**config.mk**
```make
export PLATFORM = sky130hd
export DESIGN_NAME = bta_capture
export DESIGN_NICKNAME = d
export VERILOG_FILES = /design/src/verilog/bta_pkg.sv /design/src/verilog/bta_if.sv /design/src/verilog/bta_term.sv /design/src/verilog/bta_timetag.sv /design/src/verilog/bta_capture.sv
export SDC_FILE = /design/constraint.sdc
export NUM_CORES = 2
export LEC_CHECK = 0
export BUFFER_PORTS_ARGS = -buffer_cell sky130_fd_sc_hd__buf_2
export CORE_ASPECT_RATIO = 0.6
export CORE_UTILIZATION = 40
export DETAILED_ROUTE_END_ITERATION = 6
export HOLD_SLACK_MARGIN = 0.02
export PLACE_DENSITY_LB_ADDON = 0.05
export SYNTH_ARGS = -nofsm -noshare
export SYNTH_HDL_FRONTEND = slang
export SYNTH_SLANG_ARGS = --single-unit
```
**constraint.sdc**
```tcl
create_clock -name pclk -period 14.9 [get_ports pclk]
set_clock_uncertainty 0.15 [all_clocks]
set_input_delay 0.745 -clock pclk [delete_from_list [all_inputs] [get_ports pclk]]
set_output_delay 0.745 -clock pclk [all_outputs]
set_load 0.02 [all_outputs]
```
**src/verilog/bta_pkg.sv**
```systemverilog
// bus trace trigger capture: shared constants, enums and register map
// assumes a 20 MHz pclk and 32-bit apb data

package bta_pkg;

  //////////////////////////////////////////////////////////////////////////////
  // timing
  localparam longint CLK_HZ = 20_000_000;
  localparam int TAG_ACC_W = 24;
  localparam int TAG_W = 24;
  localparam int TAG_LO_W = 16;
  localparam int NTH_POST_CYCLES = 4096;
  localparam int PROG_MIN_HZ = 50;
  localparam int PROG_MAX_HZ = 50_000;
  localparam int PROG_SH = 16;
  localparam longint PROG_MUL_L =
    ((64'd1 << (TAG_ACC_W + PROG_SH)) + CLK_HZ / 2) / CLK_HZ;
  localparam logic [31:0] PROG_MUL = 32'(PROG_MUL_L);
  localparam longint ONE_MHZ = 1_000_000;
  localparam logic [23:0] INC_16M =
    24'((16 * ONE_MHZ * (64'd1 << TAG_ACC_W) + CLK_HZ / 2) / CLK_HZ);
  localparam logic [23:0] INC_8M =
    24'((8 * ONE_MHZ * (64'd1 << TAG_ACC_W) + CLK_HZ / 2) / CLK_HZ);
  localparam logic [23:0] INC_4M =
    24'((4 * ONE_MHZ * (64'd1 << TAG_ACC_W) + CLK_HZ / 2) / CLK_HZ);
  localparam logic [23:0] INC_2M =
    24'((2 * ONE_MHZ * (64'd1 << TAG_ACC_W) + CLK_HZ / 2) / CLK_HZ);
  localparam logic [23:0] INC_1M =
    24'((ONE_MHZ * (64'd1 << TAG_ACC_W) + CLK_HZ / 2) / CLK_HZ);

  //////////////////////////////////////////////////////////////////////////////
  // register offsets (byte addresses)
  localparam logic [7:0] OFF_CTRL = 8'h00;
  localparam logic [7:0] OFF_STATUS = 8'h04;
  localparam logic [7:0] OFF_COUNT = 8'h08;
  localparam logic [7:0] OFF_NTH = 8'h0c;
  localparam logic [7:0] OFF_PROG_REQ = 8'h10;
  localparam logic [7:0] OFF_PROG_HZ = 8'h14;
  localparam logic [7:0] OFF_TERM_CTRL = 8'h18;
  localparam logic [7:0] OFF_TERM_BASE = 8'h20;
  localparam logic [7:0] OFF_TERM_END = 8'h3c;

  // control field positions
  localparam int CTRL_MODE_LSB = 0;
  localparam int CTRL_STOPEMU_BIT = 4;
  localparam int CTRL_MUX_BIT = 5;
  localparam int CTRL_SRC_LSB = 6;
  localparam int CTRL_ARM_BIT = 16;
  localparam int CTRL_DISARM_BIT = 17;
  localparam int CTRL_STOP_BIT = 18;
  // term control: per term nibble {rng, neg, en}
  localparam int TC_EN = 0;
  localparam int TC_NEG = 1;
  localparam int TC_RNG = 2;

  // reset values
  localparam logic [15:0] COUNT_RST = 16'h0100;
  localparam logic [15:0] NTH_RST = 16'h0001;
  localparam logic [15:0] PROG_REQ_RST = 16'h03e8;

  //////////////////////////////////////////////////////////////////////////////
  // enumerations
  typedef enum logic [3:0] {
    mode_cont_all, mode_cont_evt, mode_cnt_all, mode_cnt_evt,
    mode_any, mode_ab_cd, mode_abc_nd, mode_abcd, mode_nth
  } bta_mode_e;

  typedef enum logic [2:0] {
    src_16m, src_8m, src_4m, src_2m, src_1m, src_ext, src_prog, src_emu
  } bta_src_e;

  typedef enum logic [1:0] {st_idle, st_pre, st_post, st_done} bta_state_e;

endpackage : bta_pkg

```
**src/verilog/bta_if.sv**
```systemverilog
// bus trace trigger capture: carriers between the top and its leaves
// assumes bta_pkg is compiled first

`timescale 1ns/10ps

interface bta_term_if;
  logic [31:0] word;
  logic [31:0] value;
  logic [31:0] care;
  logic [31:0] lo;
  logic en;
  logic neg;
  logic rng;
  logic hit;
  modport cfg(output word, value, care, lo, en, neg, rng, input hit);
  modport term(input word, value, care, lo, en, neg, rng, output hit);
endinterface : bta_term_if

interface bta_tag_if;
  import bta_pkg::*;
  bta_src_e src;
  logic [15:0] prog_req;
  logic bus_stb;
  logic clr;
  logic [23:0] count;
  logic [15:0] prog_hz;
  modport ctl(output src, prog_req, bus_stb, clr, input count, prog_hz);
  modport gen(input src, prog_req, bus_stb, clr, output count, prog_hz);
endinterface : bta_tag_if

```
**src/verilog/bta_term.sv**
```systemverilog
// bus trace trigger capture: one event term comparator
// assumes word, compare values and enables come from the same clock

`timescale 1ns/10ps

module bta_term (
  // term configuration and result
  bta_term_if.term t
);
  logic eq;
  logic inr;

  // masked compare, care bit high means compare
  assign eq = ((t.word ^ t.value) & t.care) == 32'h0000_0000;
  // whole-word range from previous term value to this one
  assign inr = (t.word >= t.lo) && (t.word <= t.value);
  assign t.hit = t.en & (t.neg ^ (t.rng ? inr : eq));
endmodule : bta_term

```
**src/verilog/bta_timetag.sv**
```systemverilog
// bus trace trigger capture: time-tag clock selection and counter
// assumes the external clip is asynchronous to pclk

`timescale 1ns/10ps

module bta_timetag
  import bta_pkg::*;
(
  // clock and reset
  input wire logic pclk,
  input wire logic presetn,
  // external tag clock pin
  input wire logic timetag_external_clock_clip,
  // control and count
  bta_tag_if.gen tg
);
  typedef struct packed {
    logic s1;
    logic s2;
    logic s3;
    logic [TAG_ACC_W-1:0] acc;
    logic [TAG_W-1:0] cnt;
  } bta_tag_s;

  bta_tag_s tag_reg;
  bta_tag_s tag_next;
  logic [15:0] req;
  logic [31:0] prod;
  logic [23:0] prog_inc;
  logic [39:0] hz_full;
  logic [23:0] inc;
  logic [24:0] sum;
  logic tick;

  //////////////////////////////////////////////////////////////////////////////
  // programmable rate, clamped and rounded to nearest step
  always_comb begin
    if (tg.prog_req < 16'(PROG_MIN_HZ)) begin
      req = 16'(PROG_MIN_HZ);
    end else if (tg.prog_req > 16'(PROG_MAX_HZ)) begin
      req = 16'(PROG_MAX_HZ);
    end else begin
      req = tg.prog_req;
    end
    prod = 32'(req) * PROG_MUL;
    prog_inc = 24'((prod + 32'h0000_8000) >> PROG_SH);
    hz_full = (40'(prog_inc) * 40'(CLK_HZ)) >> TAG_ACC_W;
  end

  assign tg.prog_hz = hz_full[15:0];

  //////////////////////////////////////////////////////////////////////////////
  // source select
  always_comb begin
    case (tg.src)
      src_16m: inc = INC_16M;
      src_8m: inc = INC_8M;
      src_4m: inc = INC_4M;
      src_2m: inc = INC_2M;
      src_1m: inc = INC_1M;
      src_prog: inc = prog_inc;
      default: inc = 24'h00_0000;
    endcase
    sum = {1'b0, tag_reg.acc} + {1'b0, inc};
    case (tg.src)
      src_ext: tick = tag_reg.s2 & ~tag_reg.s3;
      src_emu: tick = tg.bus_stb;
      default: tick = sum[24];
    endcase
  end

  always_comb begin
    tag_next = tag_reg;
    tag_next.s1 = timetag_external_clock_clip;
    tag_next.s2 = tag_reg.s1;
    tag_next.s3 = tag_reg.s2;
    tag_next.acc = sum[23:0];
    if (tg.clr) begin
      tag_next.acc = '0;
      tag_next.cnt = '0;
    end else if (tick) begin
      tag_next.cnt = tag_reg.cnt + 1'b1;
    end
  end

  always_ff @(posedge pclk or negedge presetn) begin
    if (!presetn) begin
      tag_reg <= '0;
    end else begin
      tag_reg <= tag_next;
    end
  end

  assign tg.count = tag_reg.cnt;
endmodule : bta_timetag

```
**src/verilog/bta_capture.sv**
```systemverilog
// bus trace trigger capture: apb registers, event terms, trigger sequencer
// assumes bus cycle inputs and breakpoint come from logic on pclk
//
// Added by the designer: the APB register port and the register addresses.

`timescale 1ns/10ps

// Overview of operation
// - continuous all-cycles: store all cycles to breakpoint, disarm or stop
// - continuous events-only: store matches to breakpoint, disarm or stop
// - counted all-cycles: store cycles until count reached, or earlier end
// - counted events-only: store matching cycles until count or earlier end
// - any-event: store all, trigger on any term, then post count
// - two-stage: A or B, then C or D triggers, then post count
// - three-step: A, B, C in order; D restarts at A
// - four-step: A, B, C, D in order trigger, then post count
// - nth event: count matches to N, then capture next 4096 cycles
// - count setting used only in counted, any-event and sequential modes
// - stop-emulator option halts execution when recording completes
// - every stored frame carries the low 16 time-tag counter bits
// - tag source: 16/8/4/2/1 MHz, clip, programmable, bus; default 16
// - programmable tag rate 50 Hz to 50 kHz, achieved rate readable
// - bus clock source counts one per bus cycle
// - mux picks clip data or high tag bits per frame; clips default
// - terms are 32-bit compare words; range spans two whole words
// - per-bit don't-care and optional negation of each term
// - disarm ends collection only; stop also halts emulation
module bta_capture
  import bta_pkg::*;
#(
  parameter int CNT_W = 16
) (
  // clock and reset
  input wire logic pclk,
  input wire logic presetn,
  // apb slave
  input wire logic psel,
  input wire logic penable,
  input wire logic pwrite,
  input wire logic [7:0] paddr,
  input wire logic [31:0] pwdata,
  output logic [31:0] prdata,
  output logic pready,
  output logic pslverr,
  // observed bus
  input wire logic bus_cycle_stb,
  input wire logic [31:0] bus_cycle_word,
  input wire logic [7:0] probe_b_clips,
  input wire logic breakpoint_hit,
  input wire logic timetag_external_clock_clip,
  // trace buffer write port
  output logic trace_wr,
  output logic [31:0] trace_word,
  output logic [15:0] trace_tag,
  output logic [7:0] trace_aux,
  output logic trace_trig,
  // emulation control
  output logic emulation_halt
);
  if (CNT_W < 13 || CNT_W > 32) begin : g_chk
    $error("CNT_W must hold the nth post count and fit a word");
  end

  typedef struct packed {
    bta_state_e state;
    bta_mode_e mode;
    logic stop_emu;
    logic trace_mux_select;
    bta_src_e src;
    logic [CNT_W-1:0] count;
    logic [CNT_W-1:0] nth;
    logic [15:0] prog_req;
    logic [15:0] term_ctrl;
    logic [3:0][31:0] value;
    logic [3:0][31:0] care;
    logic [1:0] stage;
    logic [CNT_W-1:0] cnt;
    logic [CNT_W-1:0] ncnt;
    logic halt;
    logic tag_clr;
    logic [31:0] prdata;
    logic pslverr;
    logic trace_wr;
    logic [31:0] trace_word;
    logic [15:0] trace_tag;
    logic [7:0] trace_aux;
    logic trace_trig;
  } bta_cap_s;

  bta_cap_s cap_reg;
  bta_cap_s cap_next;
  bta_term_if term_if [4] ();
  bta_tag_if tag_if ();
  logic [3:0] hit;
  logic any_hit;
  logic wr_acc;
  logic addr_ok;
  logic [31:0] rd_val;
  logic [1:0] ti;
  logic arm_w;
  logic disarm_w;
  logic stop_w;
  logic store;
  logic trig;
  logic collecting;
  logic [CNT_W-1:0] lim;
  logic [CNT_W-1:0] cnt_inc;

  //////////////////////////////////////////////////////////////////////////////
  // event terms
  for (genvar g = 0; g < 4; g++) begin : g_term
    assign term_if[g].word = bus_cycle_word;
    assign term_if[g].value = cap_reg.value[g];
    assign term_if[g].care = cap_reg.care[g];
    assign term_if[g].lo = cap_reg.value[(g + 3) % 4];
    assign term_if[g].en = cap_reg.term_ctrl[4*g+TC_EN];
    assign term_if[g].neg = cap_reg.term_ctrl[4*g+TC_NEG];
    assign term_if[g].rng = (g != 0) && cap_reg.term_ctrl[4*g+TC_RNG];
    assign hit[g] = term_if[g].hit;
    bta_term u_term (
      .t(term_if[g])
    );
  end
  assign any_hit = |hit;

  //////////////////////////////////////////////////////////////////////////////
  // time tag
  assign tag_if.src = cap_reg.src;
  assign tag_if.prog_req = cap_reg.prog_req;
  assign tag_if.bus_stb = bus_cycle_stb;
  assign tag_if.clr = cap_reg.tag_clr;

  bta_timetag u_timetag (
    .pclk(pclk),
    .presetn(presetn),
    .timetag_external_clock_clip(timetag_external_clock_clip),
    .tg(tag_if)
  );

  //////////////////////////////////////////////////////////////////////////////
  // address decode and read mux
  always_comb begin
    ti = paddr[4:3];
    addr_ok = 1'b1;
    rd_val = 32'h0000_0000;
    if (paddr[1:0] != 2'b00) begin
      addr_ok = 1'b0;
    end else if (paddr == OFF_CTRL) begin
      rd_val[CTRL_MODE_LSB+:4] = cap_reg.mode;
      rd_val[CTRL_STOPEMU_BIT] = cap_reg.stop_emu;
      rd_val[CTRL_MUX_BIT] = cap_reg.trace_mux_select;
      rd_val[CTRL_SRC_LSB+:3] = cap_reg.src;
    end else if (paddr == OFF_STATUS) begin
      rd_val[1:0] = cap_reg.state;
      rd_val[3:2] = cap_reg.stage;
      rd_val[4] = cap_reg.halt;
    end else if (paddr == OFF_COUNT) begin
      rd_val[CNT_W-1:0] = cap_reg.count;
    end else if (paddr == OFF_NTH) begin
      rd_val[CNT_W-1:0] = cap_reg.nth;
    end else if (paddr == OFF_PROG_REQ) begin
      rd_val[15:0] = cap_reg.prog_req;
    end else if (paddr == OFF_PROG_HZ) begin
      rd_val[15:0] = tag_if.prog_hz;
    end else if (paddr == OFF_TERM_CTRL) begin
      rd_val[15:0] = cap_reg.term_ctrl;
    end else if (paddr >= OFF_TERM_BASE && paddr <= OFF_TERM_END) begin
      rd_val = paddr[2] ? cap_reg.care[ti] : cap_reg.value[ti];
    end else begin
      addr_ok = 1'b0;
    end
  end

  assign wr_acc = psel & penable & pwrite & addr_ok;
  assign arm_w = wr_acc && paddr == OFF_CTRL && pwdata[CTRL_ARM_BIT];
  assign disarm_w = wr_acc && paddr == OFF_CTRL && pwdata[CTRL_DISARM_BIT];
  assign stop_w = wr_acc && paddr == OFF_CTRL && pwdata[CTRL_STOP_BIT];
  assign collecting = cap_reg.state == st_pre || cap_reg.state == st_post;
  assign lim = (cap_reg.mode == mode_nth) ? CNT_W'(NTH_POST_CYCLES)
                                           : cap_reg.count;
  assign cnt_inc = cap_reg.cnt + 1'b1;

  //////////////////////////////////////////////////////////////////////////////
  // store and trigger decision for one bus cycle
  always_comb begin
    store = 1'b0;
    trig = 1'b0;
    if (cap_reg.state == st_post) begin
      store = 1'b1;
    end else begin
      case (cap_reg.mode)
        mode_cont_all: store = 1'b1;
        mode_cnt_all: store = 1'b1;
        mode_cont_evt: store = any_hit;
        mode_cnt_evt: store = any_hit;
        mode_any: begin
          store = 1'b1;
          trig = any_hit;
        end
        mode_ab_cd: begin
          store = 1'b1;
          trig = cap_reg.stage == 2'd1 && (hit[2] | hit[3]);
        end
        mode_abc_nd: begin
          store = 1'b1;
          trig = !hit[3] && cap_reg.stage == 2'd2 && hit[2];
        end
        mode_abcd: begin
          store = 1'b1;
          trig = cap_reg.stage == 2'd3 && hit[3];
        end
        mode_nth: trig = any_hit && cap_reg.ncnt + 1'b1 >= cap_reg.nth;
        default: store = 1'b1;
      endcase
    end
  end

  //////////////////////////////////////////////////////////////////////////////
  // next state
  always_comb begin
    cap_next = cap_reg;
    cap_next.trace_wr = 1'b0;
    cap_next.trace_trig = 1'b0;
    cap_next.tag_clr = 1'b0;
    if (psel && !penable) begin
      cap_next.prdata = rd_val;
      cap_next.pslverr = !addr_ok;
    end
    if (wr_acc) begin
      if (paddr == OFF_CTRL) begin
        cap_next.mode = bta_mode_e'(pwdata[CTRL_MODE_LSB+:4]);
        cap_next.stop_emu = pwdata[CTRL_STOPEMU_BIT];
        cap_next.trace_mux_select = pwdata[CTRL_MUX_BIT];
        cap_next.src = bta_src_e'(pwdata[CTRL_SRC_LSB+:3]);
      end else if (paddr == OFF_COUNT) begin
        cap_next.count = pwdata[CNT_W-1:0];
      end else if (paddr == OFF_NTH) begin
        cap_next.nth = pwdata[CNT_W-1:0];
      end else if (paddr == OFF_PROG_REQ) begin
        cap_next.prog_req = pwdata[15:0];
      end else if (paddr == OFF_TERM_CTRL) begin
        cap_next.term_ctrl = pwdata[15:0];
      end else if (paddr >= OFF_TERM_BASE) begin
        if (paddr[2]) begin
          cap_next.care[ti] = pwdata;
        end else begin
          cap_next.value[ti] = pwdata;
        end
      end
    end
    if (arm_w) begin
      cap_next.state = st_pre;
      cap_next.stage = 2'd0;
      cap_next.cnt = '0;
      cap_next.ncnt = '0;
      cap_next.halt = 1'b0;
      cap_next.tag_clr = 1'b1;
    end else if (disarm_w) begin
      cap_next.state = st_idle;
    end else if (stop_w) begin
      cap_next.state = st_done;
      cap_next.halt = 1'b1;
    end else if (collecting && breakpoint_hit) begin
      cap_next.state = st_done;
    end else if (collecting && bus_cycle_stb) begin
      if (cap_reg.state == st_pre) begin
        if (cap_reg.mode == mode_ab_cd && cap_reg.stage == 2'd0) begin
          if (hit[0] | hit[1]) cap_next.stage = 2'd1;
        end else if (cap_reg.mode == mode_abc_nd) begin
          if (hit[3]) begin
            cap_next.stage = 2'd0;
          end else if (hit[cap_reg.stage] && cap_reg.stage != 2'd2) begin
            cap_next.stage = cap_reg.stage + 1'b1;
          end
        end else if (cap_reg.mode == mode_abcd) begin
          if (hit[cap_reg.stage] && cap_reg.stage != 2'd3) begin
            cap_next.stage = cap_reg.stage + 1'b1;
          end
        end else if (cap_reg.mode == mode_nth && any_hit) begin
          cap_next.ncnt = cap_reg.ncnt + 1'b1;
        end
      end
      if (store) begin
        cap_next.trace_wr = 1'b1;
        cap_next.trace_word = bus_cycle_word;
        cap_next.trace_tag = tag_if.count[TAG_LO_W-1:0];
        cap_next.trace_aux = cap_reg.trace_mux_select
                             ? tag_if.count[TAG_W-1:TAG_LO_W]
                             : probe_b_clips;
        cap_next.trace_trig = trig;
        cap_next.cnt = cnt_inc;
      end
      if (trig) begin
        cap_next.state = st_post;
        cap_next.cnt = '0;
        if (lim == '0) begin
          cap_next.state = st_done;
          cap_next.halt = cap_reg.halt | cap_reg.stop_emu;
        end
      end else if (store && cnt_inc >= lim &&
                   (cap_reg.state == st_post ||
                    cap_reg.mode == mode_cnt_all ||
                    cap_reg.mode == mode_cnt_evt)) begin
        cap_next.state = st_done;
        cap_next.halt = cap_reg.halt | cap_reg.stop_emu;
      end
    end
  end

  always_ff @(posedge pclk or negedge presetn) begin
    if (!presetn) begin
      cap_reg <= '0;
      cap_reg.state <= st_idle;
      cap_reg.mode <= mode_cont_all;
      cap_reg.src <= src_16m;
      cap_reg.count <= CNT_W'(COUNT_RST);
      cap_reg.nth <= CNT_W'(NTH_RST);
      cap_reg.prog_req <= PROG_REQ_RST;
    end else begin
      cap_reg <= cap_next;
    end
  end

  //////////////////////////////////////////////////////////////////////////////
  // outputs
  assign pready = 1'b1;
  assign prdata = cap_reg.prdata;
  assign pslverr = cap_reg.pslverr;
  assign trace_wr = cap_reg.trace_wr;
  assign trace_word = cap_reg.trace_word;
  assign trace_tag = cap_reg.trace_tag;
  assign trace_aux = cap_reg.trace_aux;
  assign trace_trig = cap_reg.trace_trig;
  assign emulation_halt = cap_reg.halt;
endmodule : bta_capture

```
==> results by group <==
STA
  – RSZ-0062 raised after global routing: no
  – Max-slew headroom: 0.145
  – Tmin final: around 13 ns
  – Final hold violation count: 0
  – Max Slew Vio Count: 0
  – Fmax: approximately 0.074 GHz
  – Setup TNS: 0 ns
  – Slew @ Worst Pin: 1.27 ns
  – Fin crit share: 0.902
  – Final setup violation count: 0

Layout
  – Finished Core Util: 0.443
  – Register area: 12700 um^2
  – Max FFs per register: approximately 130
  – Multi-input logic area: 22600 um^2
  – # fillers: between 9000 and 10000
  – Final nets: 4510
  – Synth-to-layout area growth: 9.10%
  – Proportion of layout cells with a drive suffix above 1: 0.172

Route
  – DR iter-0 viols: ~2800
  – Routed length per instance: 26.2 um
  – First-pass DRT Iterations: 6
  – DR vias/cell: roughly 5.6
  – Final wirelength: 135 mm
  – Post-route ant nets: 0
  – DRC viols: 0
  – Routed via count: 29000

Setup path
  – CP Capture Point: prdata[12]
  – Reg2reg path depth: 49
  – Worst Path Arrival: 13.78 ns
  – Max stage delay cell, worst path: fa_1
  – R2r endpoint: prdata[12]
  – Worst endpoint required time: ~15 ns
  – WP depth: 49
  – Worst path bufs/invs: 7
  – Crit path from: tag_if.prog_req[3]
  – RR Startpoint: tag_if.prog_req[3]
  – Crit Path Max Fanout: 10
  – CP endpoint kind: flip-flop
  – Crit start category: flip-flop
  – Most used cell, CP: fa_1
  – Worst reg2reg setup slack: about 1.5 ns
  – Top Family by Delay on Critical Path: adder cells
  – Crit path kind: flip-flop to flip-flop
  – CP max stage delay: 0.55 ns

Clock network
  – Setup repair bufs after CTS: 0
  – Clock Latency Late Sink: 0.68 ns
  – CTS tree: built
  – Clock sinks: between 500 and 600
  – Clock Path Buffers: 3
  – H-tree depth: 2
  – CTS Buf Count: 55
  – Clock Root Buffer: clkbuf_16
  – Worst-path clk slew: around 0.070 ns

Place
  – Placer Congestion: 0.972
  – Post-DP HPWL: 105 mm
  – PortBufs: 179

Synth
  – Area leader, netlist: dfrtp_1
  – Synth Warn #: 0
  – Compound-Gate Fraction of Synth Area: 0.123
  – Most frequent cells after synthesis: dfrtp_1, inv_1, ha_1
  – Area contributors post-synth: dfrtp_1, ha_1, mux2_2, fa_1, inv_1
  – Most frequent cell after synthesis: dfrtp_1
  – XOR/XNOR share of the synthesized area: 0.0294
  – Post-synth EDFFs: 0
  – Largest family of logic cells by synthesized area: adder cells
  – Mapped Area: around 38000 um^2
  – Synth Area in Adders: 0.201
  – Syn Nets: 4463
  – Mux contribution to synthesized area: 0.127
  – Simple-Gate Fraction of Synth Area: 0.108
  – Top FF cell, synth: dfrtp_1
  – Syn Area/Cell: between 10 and 15 um^2
  – Post-synth top area share: 0.327
  – Post-Syn Instances: about 3800
  – Post-synthesis register bit count: just over 500
  – Seq/Total Area, Yosys: 0.333
  – Netlist cell types: between 100 and 150
  – FFs w/ async S/R, synth: 1.00

Floorplan
  – Row count: 87
  – Core area: 94400 um^2
  – Ports: approximately 180
  – Die W: 402 um
  – Die ar.: approximately 97000 um^2
  – Die height: 242 um
  – Starting density of the core: 0.406

Flow run
  – Max-cap violations: 0

Worst hold path
  – HP Class: flip-flop to flip-flop

Global routing
  – Vias in the first global route: between 20000 and 30000
  – Total track usage: 0.278
  – First-pass GRT wire length: between 150 and 200 mm
  – Largest net degree at the start of global routing: between 100 and 150
  – Initial antenna violation count: 8
  – Grt ovf: 0

Pwr
  – Worst vdd ir: 0.0976 mV
  – Leak Pwr: 21.3 nW
  – Power per Cell Area: between 100 and 150 nW/um^2

Run status
  – Run status: completed
-- worst register-to-register path: cells and delay by family, from the launching register on --
kind	cells	cell delay (ns)
buffers and inverters	7	0.42
AO/OA/AOI/OAI	19	3.45
XOR/XNOR	1	0.16
flip-flops	1	0.39
adder cells (fa/ha/maj)	13	5.99
AND/OR/NAND/NOR	9	2.71
-- worst min path at each step --
stage,startpoint,endpoint,slack (ns),cells past startpoint
6_report,u_timetag.tag_next[49],u_timetag.tag_next[48],0.20,0
5_1_grt,u_timetag.tag_next[49],u_timetag.tag_next[48],0.22,0
4_1_cts,u_timetag.tag_next[49],u_timetag.tag_next[48],0.20,0
3_5_place_dp,u_timetag.tag_next[49],u_timetag.tag_next[48],0.19,0
3_3_place_gp,u_timetag.tag_next[49],u_timetag.tag_next[48],0.19,0
2_1_floorplan,u_timetag.tag_next[49],u_timetag.tag_next[48],0.18,0
-- cells in the final DEF (no fill, tap or decap), drive strengths merged, types with 85 or more instances in the layout --
| master | instances |
|---|---|
| mux2 | 255 |
| o21ai | 243 |
| fa | 119 |
| a21o | 85 |
| a21oi | 157 |
| nand2 | 290 |
| ha | 424 |
| inv | 481 |
| nor2 | 164 |
| buf | 222 |
| dfrtp | 501 |
-- routing by layer --
metal | share of wire | GRT usage | vias to the layer above | routed length (um)
li1 | - | - | 13400 | -
met1 | 0.54 | 0.473 | 14500 | 73100
met2 | 0.34 | 0.326 | 1022 | 46500
met3 | 0.10 | 0.0930 | 99 | 14100
met4 | 0.010 | 0.0317 | 4 | 1390
met5 | 0.00020 | 0 | - | 27
-- repair_timing --
item	CTS	global route
hold buffers	2	0
gates resized for setup	0	0
endpoints found under the hold margin	69	0
endpoints found under the setup margin	0	0
-- through the flow --
step | setup WS (ns) | std cells | hold slack, ns | area (um^2) | power [W]
after floorplan | 2.71 | 3832 | 0.181 | 38300 | 0.00246
after global placement | 1.69 | 5066 | 0.188 | 40000 | 0.00276
after detailed placement | 1.55 | 5066 | 0.187 | 40000 | 0.00275
after CTS | 1.50 | 5166 | 0.202 | 41800 | 0.00422
after global routing | 0.433 | 5166 | 0.225 | 41800 | 0.00442
final | 1.46 | 5167 | 0.202 | 41800 | 0.00420
-- report_power, final --
| group | switching (W) | internal (W) |
|---|---|---|
| Clock | 0.000651 | 0.000805 |
| Sequential | 0.0000739 | 0.00151 |
| Combinational | 0.000704 | 0.000456 |
-- cells by family (layout without fill, tap and decap cells) --
group | after synthesis | after routing
flops | 509 | 509
simple gates | 840 | 840
buf+inv | 712 | 800
compound gates | 726 | 726
other cells | 1 | 2
fa+ha+maj | 544 | 544
xor+xnor | 126 | 126
mux | 374 | 374
-- area by class of cell --
class	count	share of cell area
clock inverters	22	0.00616
clock buffers	76	0.0375
inverters	478	0.0429
diodes	1	0.0000599
repair buffers	224	0.0304
well taps	1246	0.0373
multi-input cells	2611	0.541
flip-flops and latches	509	0.305
Note: power is estimated with default switching activity, not from simulation.
